$ cat config.mk
export PLATFORM = sky130hd
export DESIGN_NAME = rtc_control
export DESIGN_NICKNAME = d
export VERILOG_FILES = /design/src/rtc_ctrl_pkg.sv /design/src/sync_if.sv /design/src/rtc_control.sv /design/src/rtc_sync_cdc.sv
export SDC_FILE = /design/constraint.sdc
export NUM_CORES = 1
export LEC_CHECK = 0
export BUFFER_PORTS_ARGS = -buffer_cell sky130_fd_sc_hd__buf_2
export CAP_MARGIN = 20
export CORE_MARGIN = 2
export CORE_UTILIZATION = 51
export CTS_CLUSTER_SIZE = 40
export DETAILED_ROUTE_END_ITERATION = 8
export PLACE_DENSITY = 0.8
export SYNTH_ARGS = -nofsm -noshare
export SYNTH_HDL_FRONTEND = slang
export SYNTH_SLANG_ARGS = --single-unit
$ cat constraint.sdc
create_clock -name clk_sys -period 2.9 [get_ports clk_sys]
set_clock_uncertainty 0.15 [all_clocks]
set_input_delay 0.435 -clock clk_sys [delete_from_list [all_inputs] [get_ports clk_sys]]
set_output_delay 0.435 -clock clk_sys [all_outputs]
set_load 0.005 [all_outputs]
$ cat src/rtc_ctrl_pkg.sv
package rtc_ctrl_pkg;
  // Register map and field layout of the control word
  localparam logic [11:0] CTRL_OFFSET     = 12'h000;
  localparam logic [11:0] STATUS_OFFSET   = 12'h004;
  localparam logic [11:0] DBG_OFFSET      = 12'h008;
  localparam logic [11:0] GUARD_OFFSET    = 12'h00C;
  localparam logic [11:0] MATCH_OFFSET    = 12'h010;
  localparam int          SRST_BIT        = 0;
  localparam int          EN_BIT          = 1;
  localparam int          MODE_LO         = 2;
  localparam int          HOUR_BIT        = 6;
  localparam int          MCLR_BIT        = 7;
  localparam int          DIV_LO          = 8;
  localparam int          BUSY_BIT        = 7;
  localparam logic [15:0] CTRL_RESET      = 16'h0000;
  localparam logic [3:0]  DIV_MAX_CODE    = 4'hA;
  localparam logic [1:0]  AXI_OKAY        = 2'h0;
  localparam logic [1:0]  AXI_SLVERR      = 2'h2;
  localparam int          DIV_CNT_W       = 10;
  // Operating modes of the counter
  typedef enum logic [1:0] {
    MODE_WIDE     = 2'h0,
    MODE_NARROW   = 2'h1,
    MODE_CALENDAR = 2'h2,
    MODE_RESERVED = 2'h3
  } mode_t;
endpackage

$ cat src/sync_if.sv
`timescale 1ns/1ps
// Handshake between the bus side and the counter-domain crossing
interface sync_if;
  logic req;   // Toggle-free request level toward the counter domain
  logic ack;   // Synchronised acknowledge back to the bus side
  logic en;    // Enable level carried with the request
  logic srst;  // Soft reset carried with the request
  modport bus_side (output req, output en, output srst, input ack);
  modport cnt_side (input req, input en, input srst, output ack);
endinterface

$ cat src/rtc_control.sv
`timescale 1ns/1ps
module rtc_control
  import rtc_ctrl_pkg::*;
(
  input  wire logic        clk_sys,
  input  wire logic        resetn,
  input  wire logic        counter_source_clock,
  input  wire logic        compare_match,
  input  wire logic [11:0] s_axi_awaddr,
  input  wire logic        s_axi_awvalid,
  output logic             s_axi_awready,
  input  wire logic [31:0] s_axi_wdata,
  input  wire logic [3:0]  s_axi_wstrb,
  input  wire logic        s_axi_wvalid,
  output logic             s_axi_wready,
  output logic [1:0]       s_axi_bresp,
  output logic             s_axi_bvalid,
  input  wire logic        s_axi_bready,
  input  wire logic [11:0] s_axi_araddr,
  input  wire logic        s_axi_arvalid,
  output logic             s_axi_arready,
  output logic [31:0]      s_axi_rdata,
  output logic [1:0]       s_axi_rresp,
  output logic             s_axi_rvalid,
  input  wire logic        s_axi_rready,
  output logic             divided_count_clock,
  output logic             counter_clear,
  output logic             counter_running,
  output rtc_ctrl_pkg::mode_t active_mode,
  output logic             hour_format_select
);
  import rtc_ctrl_pkg::*;

  // Control fields
  logic [3:0]  div_reg;           // Divider code
  mode_t       mode_reg;          // Operating mode
  logic        clear_on_match;    // Clear on compare/alarm 0
  logic        hour_reg;          // Hour format
  logic        en_reg;            // Enable as written
  logic        srst_reg;          // Soft reset in progress
  logic        sync_pending_flag; // Crossing busy
  logic        debug_run_control; // Survives soft reset
  logic        guard_reg;         // Write guard
  logic        req_reg;           // Handshake request
  // Bus state
  logic [11:0] aw_addr;
  logic [31:0] w_data;
  logic [3:0]  w_strb;
  logic        aw_have;
  logic        w_have;
  // Counter-domain results
  logic        cnt_edge;
  logic        cnt_enabled;
  logic        cnt_srst;
  logic [DIV_CNT_W-1:0] pre_cnt;
  sync_if sif ();

  // Merge the written byte lanes into an old word
  function automatic logic [31:0] merge(input logic [31:0] old,
                                        input logic [31:0] nw,
                                        input logic [3:0]  st);
    logic [31:0] r;
    r = old;
    for (int i = 0; i < 4; i++) begin
      if (st[i]) begin
        r[i*8 +: 8] = nw[i*8 +: 8];
      end
    end
    return r;
  endfunction

  // Current control word as software sees it
  function automatic logic [15:0] ctrl_view();
    logic [15:0] v;
    v = CTRL_RESET;
    v[SRST_BIT]          = srst_reg;
    v[EN_BIT]            = en_reg;
    v[MODE_LO +: 2]      = mode_reg;
    v[DIV_LO +: 4]       = div_reg;
    if (mode_reg != MODE_NARROW) begin
      v[MCLR_BIT] = clear_on_match;
    end
    if (mode_reg == MODE_CALENDAR) begin
      v[HOUR_BIT] = hour_reg;
    end
    return v;
  endfunction

  logic        wr_fire;
  logic        ctrl_wr;
  logic [31:0] ctrl_new;
  assign wr_fire  = aw_have && w_have && !s_axi_bvalid;
  assign ctrl_wr  = wr_fire && aw_addr == CTRL_OFFSET && !guard_reg;
  assign ctrl_new = merge({16'h0000, ctrl_view()}, w_data, w_strb);

  // Write address and data are taken independently
  always_ff @(posedge clk_sys or negedge resetn) begin
    if (!resetn) begin
      aw_have <= 1'b0;
      w_have  <= 1'b0;
      aw_addr <= 12'h000;
      w_data  <= 32'h0000_0000;
      w_strb  <= 4'h0;
    end else begin
      if (s_axi_awvalid && s_axi_awready) begin
        aw_have <= 1'b1;
        aw_addr <= {s_axi_awaddr[11:2], 2'h0};
      end else if (wr_fire) begin
        aw_have <= 1'b0;
      end
      if (s_axi_wvalid && s_axi_wready) begin
        w_have <= 1'b1;
        w_data <= s_axi_wdata;
        w_strb <= s_axi_wstrb;
      end else if (wr_fire) begin
        w_have <= 1'b0;
      end
    end
  end
  assign s_axi_awready = !aw_have && !s_axi_bvalid;
  assign s_axi_wready  = !w_have && !s_axi_bvalid;

  // Write response; unmapped addresses answer SLVERR
  always_ff @(posedge clk_sys or negedge resetn) begin
    if (!resetn) begin
      s_axi_bvalid <= 1'b0;
      s_axi_bresp  <= AXI_OKAY;
    end else if (wr_fire) begin
      s_axi_bvalid <= 1'b1;
      s_axi_bresp  <= (aw_addr > MATCH_OFFSET) ? AXI_SLVERR : AXI_OKAY;
    end else if (s_axi_bready) begin
      s_axi_bvalid <= 1'b0;
    end
  end

  // Control fields; soft reset wins over every other field
  always_ff @(posedge clk_sys or negedge resetn) begin
    if (!resetn) begin
      div_reg        <= CTRL_RESET[DIV_LO +: 4];
      mode_reg       <= MODE_WIDE;
      clear_on_match <= 1'b0;
      hour_reg       <= 1'b0;
      en_reg         <= 1'b0;
      srst_reg       <= 1'b0;
    end else if (cnt_srst) begin
      // Crossing done: restore reset values, peripheral disabled
      div_reg        <= CTRL_RESET[DIV_LO +: 4];
      mode_reg       <= MODE_WIDE;
      clear_on_match <= 1'b0;
      hour_reg       <= 1'b0;
      en_reg         <= 1'b0;
      srst_reg       <= 1'b0;
    end else if (ctrl_wr && !srst_reg) begin
      if (ctrl_new[SRST_BIT]) begin
        srst_reg <= 1'b1;
      end else begin
        // Zero to soft reset is simply not acted on
        en_reg <= ctrl_new[EN_BIT];
        if (!en_reg) begin
          div_reg        <= ctrl_new[DIV_LO +: 4];
          mode_reg       <= mode_t'(ctrl_new[MODE_LO +: 2]);
          clear_on_match <= ctrl_new[MCLR_BIT];
          hour_reg       <= ctrl_new[HOUR_BIT];
        end
      end
    end
  end

  // Debug control and write guard live outside the soft reset
  always_ff @(posedge clk_sys or negedge resetn) begin
    if (!resetn) begin
      debug_run_control <= 1'b0;
      guard_reg         <= 1'b0;
    end else if (wr_fire) begin
      if (aw_addr == DBG_OFFSET && w_strb[0]) begin
        debug_run_control <= w_data[0];
      end
      if (aw_addr == GUARD_OFFSET && w_strb[0]) begin
        guard_reg <= w_data[0];
      end
    end
  end

  // Pending flag: set by an enable change or soft reset write
  always_ff @(posedge clk_sys or negedge resetn) begin
    if (!resetn) begin
      sync_pending_flag <= 1'b0;
      req_reg           <= 1'b0;
    end else begin
      if (ctrl_wr && !srst_reg &&
          (ctrl_new[SRST_BIT] || ctrl_new[EN_BIT] != en_reg)) begin
        sync_pending_flag <= 1'b1;
        req_reg           <= 1'b1;
      end else if (req_reg && sif.ack) begin
        req_reg <= 1'b0;
      end else if (!req_reg && !sif.ack && sync_pending_flag) begin
        sync_pending_flag <= 1'b0;
      end
    end
  end
  assign sif.req  = req_reg;
  assign sif.en   = en_reg;
  assign sif.srst = srst_reg;

  rtc_sync_cdc u_cdc (
    .clk_sys     (clk_sys),
    .resetn      (resetn),
    .cnt_clk_pin (counter_source_clock),
    .sif         (sif),
    .cnt_edge    (cnt_edge),
    .cnt_enabled (cnt_enabled),
    .cnt_srst    (cnt_srst)
  );

  // Divider tap: true once every 2^code source edges
  function automatic logic div_tap(input logic [DIV_CNT_W-1:0] cnt,
                                   input logic [3:0]           code);
    logic [DIV_CNT_W:0] mask;
    mask = ({{DIV_CNT_W{1'b0}}, 1'b1} << code) - 1'b1;
    return (cnt & mask[DIV_CNT_W-1:0]) == mask[DIV_CNT_W-1:0];
  endfunction

  // Divider runs on source-clock edges, no synchroniser on the code
  always_ff @(posedge clk_sys or negedge resetn) begin
    if (!resetn) begin
      pre_cnt             <= '0;
      divided_count_clock <= 1'b0;
    end else begin
      divided_count_clock <= 1'b0;
      if (cnt_edge && cnt_enabled) begin
        pre_cnt <= pre_cnt + 1'b1;
        if (div_reg == 4'h0 || div_reg > DIV_MAX_CODE) begin
          divided_count_clock <= 1'b1;
        end else begin
          divided_count_clock <= div_tap(pre_cnt, div_reg);
        end
      end
    end
  end

  // Outputs toward the counter core
  always_ff @(posedge clk_sys or negedge resetn) begin
    if (!resetn) begin
      counter_clear      <= 1'b0;
      counter_running    <= 1'b0;
      active_mode        <= MODE_WIDE;
      hour_format_select <= 1'b0;
    end else begin
      counter_clear <= cnt_srst | (compare_match && clear_on_match
                       && mode_reg != MODE_NARROW);
      counter_running    <= cnt_enabled;
      active_mode        <= mode_reg;
      hour_format_select <= hour_reg & (mode_reg == MODE_CALENDAR);
    end
  end

  // Read channel, one-cycle answer
  always_ff @(posedge clk_sys or negedge resetn) begin
    if (!resetn) begin
      s_axi_rvalid <= 1'b0;
      s_axi_rdata  <= 32'h0000_0000;
      s_axi_rresp  <= AXI_OKAY;
    end else if (s_axi_arvalid && s_axi_arready) begin
      s_axi_rvalid <= 1'b1;
      s_axi_rresp  <= AXI_OKAY;
      unique case ({s_axi_araddr[11:2], 2'h0})
        CTRL_OFFSET:   s_axi_rdata <= {16'h0000, ctrl_view()};
        STATUS_OFFSET: s_axi_rdata <= 32'(sync_pending_flag) << BUSY_BIT;
        DBG_OFFSET:    s_axi_rdata <= {31'h0, debug_run_control};
        GUARD_OFFSET:  s_axi_rdata <= {31'h0, guard_reg};
        MATCH_OFFSET:  s_axi_rdata <= {31'h0, counter_running};
        default: begin
          s_axi_rdata <= 32'h0000_0000;
          s_axi_rresp <= AXI_SLVERR;
        end
      endcase
    end else if (s_axi_rready) begin
      s_axi_rvalid <= 1'b0;
    end
  end
  assign s_axi_arready = !s_axi_rvalid;

  // Checks
  property p_protect;
    @(posedge clk_sys) disable iff (!resetn)
      (en_reg && !cnt_srst) |=> $stable(div_reg) && $stable(mode_reg);
  endproperty
  a_protect: assert property (p_protect) else $error("protected write");
  property p_srst_busy;
    @(posedge clk_sys) disable iff (!resetn)
      srst_reg |-> sync_pending_flag;
  endproperty
  a_srst_busy: assert property (p_srst_busy) else $error("srst busy");
  property p_srst_off;
    @(posedge clk_sys) disable iff (!resetn)
      cnt_srst |=> !en_reg && !srst_reg && mode_reg == MODE_WIDE;
  endproperty
  a_srst_off: assert property (p_srst_off) else $error("srst state");
  property p_en_pend;
    @(posedge clk_sys) disable iff (!resetn)
      $changed(en_reg) && !cnt_srst |-> sync_pending_flag;
  endproperty
  a_en_pend: assert property (p_en_pend) else $error("enable pend");
  property p_narrow;
    @(posedge clk_sys) disable iff (!resetn)
      mode_reg == MODE_NARROW && !cnt_srst |=> !counter_clear;
  endproperty
  a_narrow: assert property (p_narrow) else $error("narrow clear");
  property p_match;
    @(posedge clk_sys) disable iff (!resetn)
      compare_match && clear_on_match && mode_reg == MODE_WIDE
        |=> counter_clear;
  endproperty
  a_match: assert property (p_match) else $error("match clear");
  property p_guard;
    @(posedge clk_sys) disable iff (!resetn)
      guard_reg && !srst_reg && !cnt_srst |=> $stable(en_reg);
  endproperty
  a_guard: assert property (p_guard) else $error("guard");
  property p_hour;
    @(posedge clk_sys) disable iff (!resetn)
      mode_reg != MODE_CALENDAR |=> !hour_format_select;
  endproperty
  a_hour: assert property (p_hour) else $error("hour view");
endmodule

$ cat src/rtc_sync_cdc.sv
`timescale 1ns/1ps
// Counter-domain side of the enable / soft-reset handshake.
// The counter clock arrives as a sampled input, so the crossing is
// a 4-phase handshake on three-flop synchronisers.
module rtc_sync_cdc (
  input  wire logic clk_sys,
  input  wire logic resetn,
  input  wire logic cnt_clk_pin,
  sync_if.cnt_side  sif,
  output logic      cnt_edge,
  output logic      cnt_enabled,
  output logic      cnt_srst
);
  logic [2:0] clk_s;    // Source clock sampler
  logic [2:0] req_s;    // Request synchroniser
  logic       seen;     // Request taken in the counter domain
  logic       ack_reg;  // Acknowledge returned after the counter edge

  // Sample the source clock; a rising edge counts when clk_s[1] is high and clk_s[2] still low
  always_ff @(posedge clk_sys or negedge resetn) begin
    if (!resetn) begin
      clk_s <= 3'h0;
    end else begin
      clk_s <= {clk_s[1:0], cnt_clk_pin};
    end
  end
  assign cnt_edge = clk_s[1] & ~clk_s[2];

  // Request level passes three flops before use
  always_ff @(posedge clk_sys or negedge resetn) begin
    if (!resetn) begin
      req_s <= 3'h0;
    end else begin
      req_s <= {req_s[1:0], sif.req};
    end
  end

  // The change lands on a counter edge, then acknowledges
  always_ff @(posedge clk_sys or negedge resetn) begin
    if (!resetn) begin
      seen        <= 1'b0;
      ack_reg     <= 1'b0;
      cnt_enabled <= 1'b0;
      cnt_srst    <= 1'b0;
    end else begin
      cnt_srst <= 1'b0;
      if (req_s[1] && req_s[2] && !seen && cnt_edge) begin
        seen        <= 1'b1;
        ack_reg     <= 1'b1;
        cnt_enabled <= sif.en & ~sif.srst;
        cnt_srst    <= sif.srst;
      end else if (!req_s[1] && !req_s[2]) begin
        seen    <= 1'b0;
        ack_reg <= 1'b0;
      end
    end
  end
  assign sif.ack = ack_reg;
endmodule

==> results of run 1 <==
-- worst paths after layout --
check / start / end / cells after the start
min in group asynchronous: resetn / pre_cnt[6]$_DFFE_PN0P_ / 1
max reg2reg: div_reg[1]$_DFFE_PN0P_ / divided_count_clock$_DFF_PN0_ / 6
min: counter_source_clock / u_cdc.clk_s[0]$_DFF_PN0_ / 1
max: div_reg[1]$_DFFE_PN0P_ / divided_count_clock$_DFF_PN0_ / 6
min reg2reg: u_cdc.clk_s[0]$_DFF_PN0_ / u_cdc.clk_s[1]$_DFF_PN0_ / 0
max in group asynchronous: resetn / pre_cnt[1]$_DFFE_PN0P_ / 1
-- cells in the mapped netlist, types with 4 or more instances --
master and n:
nand2_1 18, mux2_2 23, nand4_1 10, nor2b_1 5
xnor2_1 5, nor3_1 8, clkbuf_1 9, buf_2 4
a22o_1 8, buf_4 25, dfrtp_1 77, xor2_1 5
o21a_1 4, o21ai_0 18, nor2_1 10, a21oi_1 14
nand3_1 6, inv_1 8
-- power by group through the flow --
| stage | logic (uW) | registers, uW | clock network, uW |
|---|---|---|---|
| 2_1_floorplan | 492 | 1440 | 0 |
| 3_3_place_gp | 578 | 1490 | 0 |
| 3_5_place_dp | 606 | 1500 | 0 |
| 4_1_cts | 610 | 1490 | 981 |
| 5_1_grt | 687 | 1520 | 1030 |
| 6_report | 604 | 1490 | 962 |
-- layout make-up --
cell class,count,area (um^2)
multi-input combinational,214,1450
clock buffer,12,145
timing repair buffer,67,348
sequential,77,1930
clock inverter,4,95.1
inverter,8,30.0
fill,572,2660
tap,80,100
-- cells by family after synthesis --
family,after synthesis,synth area share
flip-flops,77,0.541
multiplexers,27,0.0844
adder cells (fa/ha/maj),2,0.00703
AO/OA/AOI/OAI,65,0.121
XOR/XNOR,10,0.0246
buffers and inverters,46,0.0763
other,1,0.00105
AND/OR/NAND/NOR,86,0.144
-- metrics by stage --
step           hold slack (ns)  total power (uW)  cell area [um^2]  setup WS, ns
6_report                0.0397              3060              4090         0.250
3_5_place_dp             0.186              2110              3850         0.304
5_1_grt                 0.0239              3240              4090         0.110
2_1_floorplan          -0.0106              1930              3650         0.285
3_3_place_gp             0.183              2070              3850         0.380
4_1_cts                 0.0274              3080              4090         0.279
-- critical path, delay by kind of cell (launching register included) --
| kind | cells | cell delay (ns) |
|---|---|---|
| simple gates | 2 | 0.93 |
| flops | 1 | 0.52 |
| compound gates | 3 | 0.65 |
| fa+ha+maj | 1 | 0.29 |
-- layer usage --
metal	wire length [um]	part of all wire	vias up	track usage
li1	-	-	1210	-
met1	3160	0.46	1215	0.272
met2	3110	0.46	105	0.298
met3	465	0.068	10	0.0566
met4	93	0.014	0	0.0727
met5	0	0	-	0
==> flow_metrics.tcl, run 1 <==
set metrics [dict create \
    syn-cell-area_um2 3560 \
    routed_wl_um 6830 \
    synth_warnings 0 \
    final_cell_mix "77 x dfrtp_1, 62 x buf_2, 24 x conb_1" \
    yosysSeqAreaShare 0.541 \
    clk_latency_ns 0.35 \
    worstSetupPathType "flip-flop to flip-flop" \
    drc 0 \
    p_leak_uw 0.00196 \
    start_util 0.527 \
    fin_crit_ns 2.65 \
    syn_inst 314 \
    reg2reg_slack_ns 0.25 \
    n_antenna_cell 0 \
    cts_hold_buf 0 \
    antenna_found_initial 0 \
    synthArstFlopShare 1.00 \
    core.rowCount 30 \
    final_nets 448 \
    grt_max_degree 78 \
    synth_area_per_cell_um2 11.3 \
    dp_cells 446 \
    seqPwrFrac 0.488 \
    rsz0062_at_grt "no" \
    htreeDepth 3 \
    numPortBuffers 63 \
    powerDensity_nw_per_um2 747 \
    numClockSinks 77 \
    synth_edf_count 0 \
    fmax_mhz 377 \
    dp_hpwl_um 4850 \
    drv_slew 0 \
    cp.required_ns 2.98 \
    cts_buffers 9 \
    hp-class "primary input to flip-flop" \
    internal-power_uw 2200 \
    p_sw_uw 857 \
    final_common_cell "dfrtp_1" \
    syn2layout_area_growth_pct 15.0 \
    vias_per_cell 5.50 \
    crit_path_cell_trace "or4b_2 -> ha_1 -> nor3_1 -> a21oi_1 -> o32a_1 -> a32o_1" \
    arrival_ns 2.73 \
    yosys-top-cells-area "dfrtp_1 54%, mux2_2 7.3%, buf_4 5.3%" \
    clockBufferDepth 2 \
    cts_tree "done" \
    synthDistinctLibCells 57 \
    critPathCaptureType "flip-flop" \
    setup_viol 0 \
    drtAntennaViolNets 0 \
    drt_iter0_drc 123 \
    crit_fanout 14 \
    instances_no_fill 462 \
    dieWidth_um 87.5 \
    tns_ns 0 \
    overflow 0 \
    ys.flop_type "dfrtp_1" \
    period_share 0.914 \
    cp_slowest_cell "or4b_2" \
    ios 116 \
    status "finished, final reports clean" \
    core_area_um2 6760 \
    comb_power_share 0.198 \
    maxCapViolCount 0 \
    grt_pass1_vias 2478 \
    ys_seq_elements 77 \
    finalHoldViolations 0 \
    pwr-share-clk 0.315 \
    cts.root.buffer_cell "clkbuf_8" \
    dr_total_vias 2540 \
    cp-start-kind "flip-flop" \
    synth_area_leader_cell "dfrtp_1" \
    ir_drop_uv 594 \
    dr.pass1.iters 4 \
    swShare 0.281 \
    drive_above_1_share 0.301 \
    yosysTopAreaCellShare 0.541 \
    wl_per_cell_um 14.8 \
    final_core_util 0.606 \
    crit_path_max_incr_delay_ns 0.67 \
    globalplace.congestion 0.833 \
    grt_use_total 0.197 \
    max-slew-margin-rel 0.369 \
    post_cts_resized 0 \
    grt_pass1_wl_um 11700 \
    die_y_um 87.5 \
    cts_setup_buffers 0 \
    clk_pin_slew_ns 0.07 \
    worstMarginPinSlew_ns 0.946 \
    die_area_um2 7660 \
]
Power figures use the tool's default switching activity.
==> inputs of run 2 (changes only) <==
--- a/config.mk
+++ b/config.mk
@@ -12,6 +12,7 @@
 export CTS_CLUSTER_SIZE = 40
 export DETAILED_ROUTE_END_ITERATION = 8
 export PLACE_DENSITY = 0.8
+export RECOVER_POWER = 50
 export SYNTH_ARGS = -nofsm -noshare
 export SYNTH_HDL_FRONTEND = slang
 export SYNTH_SLANG_ARGS = --single-unit
==> flow_metrics.tcl, run 2 (same netlist as run 1, synthesis figures left out) <==
set metrics [dict create \
    status "finished, violations left" \
    violations "max-capacitance violations, max-slew violations" \
    period_share 0.913 \
    dr.pass1.iters 4 \
    grt_pass1_vias 2478 \
    die_y_um 87.5 \
    core_area_um2 6760 \
    post_cts_resized 0 \
    final_common_cell "dfrtp_1" \
    clk_pin_slew_ns 0.07 \
    hp-class "primary input to flip-flop" \
    dr_total_vias 2544 \
    core.rowCount 30 \
    grt_use_total 0.197 \
    globalplace.congestion 0.833 \
    cts_hold_buf 0 \
    dp_hpwl_um 4850 \
    rsz0062_at_grt "no" \
    cts_buffers 9 \
    ir_drop_uv 594 \
    numClockSinks 77 \
    clockBufferDepth 2 \
    vias_per_cell 5.51 \
    fin_crit_ns 2.65 \
    cts_tree "done" \
    cp-start-kind "flip-flop" \
    wl_per_cell_um 14.8 \
    max-slew-margin-rel -0.238 \
    ios 116 \
    htreeDepth 3 \
    p_leak_uw 0.00196 \
    drv_slew 78 \
    start_util 0.527 \
    grt_max_degree 78 \
    cts_setup_buffers 0 \
    drive_above_1_share 0.301 \
    maxCapViolCount 1 \
    overflow 0 \
    clk_latency_ns 0.35 \
    syn2layout_area_growth_pct 14.9 \
    n_antenna_cell 0 \
    final_cell_mix "77 x dfrtp_1, 62 x buf_2, 24 x conb_1" \
    crit_path_cell_trace "or4b_2 -> ha_1 -> nor3_1 -> a21oi_1 -> o32a_1 -> a32o_1" \
    drt_iter0_drc 123 \
    dieWidth_um 87.5 \
    numPortBuffers 63 \
    regArea_um2 1930 \
    routed_wl_um 6820 \
    hold_ws_ns 0.0405 \
    antenna_found_initial 0 \
    grt_pass1_wl_um 11700 \
    finalHoldViolations 0 \
    dpl_worst_slack_ns 0.304 \
    cts.root.buffer_cell "clkbuf_8" \
    multi_input_area_um2 1450 \
    final_nets 448 \
    worstSetupPathType "flip-flop to flip-flop" \
    powerDensity_nw_per_um2 747 \
    final_core_util 0.605 \
    tns_ns 0 \
    fmax_mhz 378 \
    crit_fanout 14 \
    worst_slack_ns 0.253 \
    drtAntennaViolNets 0 \
    die_area_um2 7660 \
    arrival_ns 2.73 \
    crit_path_max_incr_delay_ns 0.67 \
    n_fill_cell 573 \
    cp.required_ns 2.98 \
    critPathCaptureType "flip-flop" \
    worstMarginPinSlew_ns 1.86 \
    cp_slowest_cell "or4b_2" \
    setup_viol 0 \
    drc 0 \
]
run 2: cell count changes in the layout (fill, tap and decap cells not counted):
| cell | delta |
|---|---|
| buf_4 | -1 |
| clkbuf_2 | +1 |
run 2: worst max-delay path, delay by kind of cell, from the launching register on:
family | cells | cell delay, ns
adder cells (fa/ha/maj) | 1 | 0.30
AO/OA/AOI/OAI | 3 | 0.65
flip-flops | 1 | 0.52
AND/OR/NAND/NOR | 2 | 0.93
run 2: routing by layer:
layer,track usage,routed length (um)
met1,0.272,3160
met2,0.298,3100
met3,0.0566,457
met4,0.0727,93
met5,0,0
run 2: stage by stage:
stage               total power, uW  instance area (um^2)  instances
floorplan                      1930                  3650        337
detailed placement             2110                  3850        446
global route                   3240                  4090        462
global placement               2070                  3850        446
CTS                            3080                  4090        462
finish                         3060                  4090        462
run 2: worst paths after layout:
| path | start | end | slack [ns] | cells after the start |
|---|---|---|---|---|
| setup / recovery | div_reg[1]$_DFFE_PN0P_ | divided_count_clock$_DFF_PN0_ | 0.25 | 6 |
| hold / removal | counter_source_clock | u_cdc.clk_s[0]$_DFF_PN0_ | 0.04 | 1 |
| setup reg to reg | div_reg[1]$_DFFE_PN0P_ | divided_count_clock$_DFF_PN0_ | 0.25 | 6 |
| hold reg to reg | u_cdc.clk_s[0]$_DFF_PN0_ | u_cdc.clk_s[1]$_DFF_PN0_ | 0.21 | 0 |
| max in group asynchronous | resetn | pre_cnt[1]$_DFFE_PN0P_ | 1.05 | 1 |
| min in group asynchronous | resetn | pre_cnt[6]$_DFFE_PN0P_ | 0.42 | 1 |
run 2: area by class of cell:
class                   count  area share
clock buffers              12      0.0355
clock inverters             4      0.0232
inverters                   8     0.00734
multi-input cells         214       0.354
flip-flops and latches     77       0.471
well taps                  80      0.0245
repair buffers             67      0.0844
run 2: report_power, final:
part,switching [uW],leakage [uW],total [uW],internal (uW)
clock network,367,0.000121,961,595
logic,282,0.000835,603,321
registers,208,0.00101,1490,1280
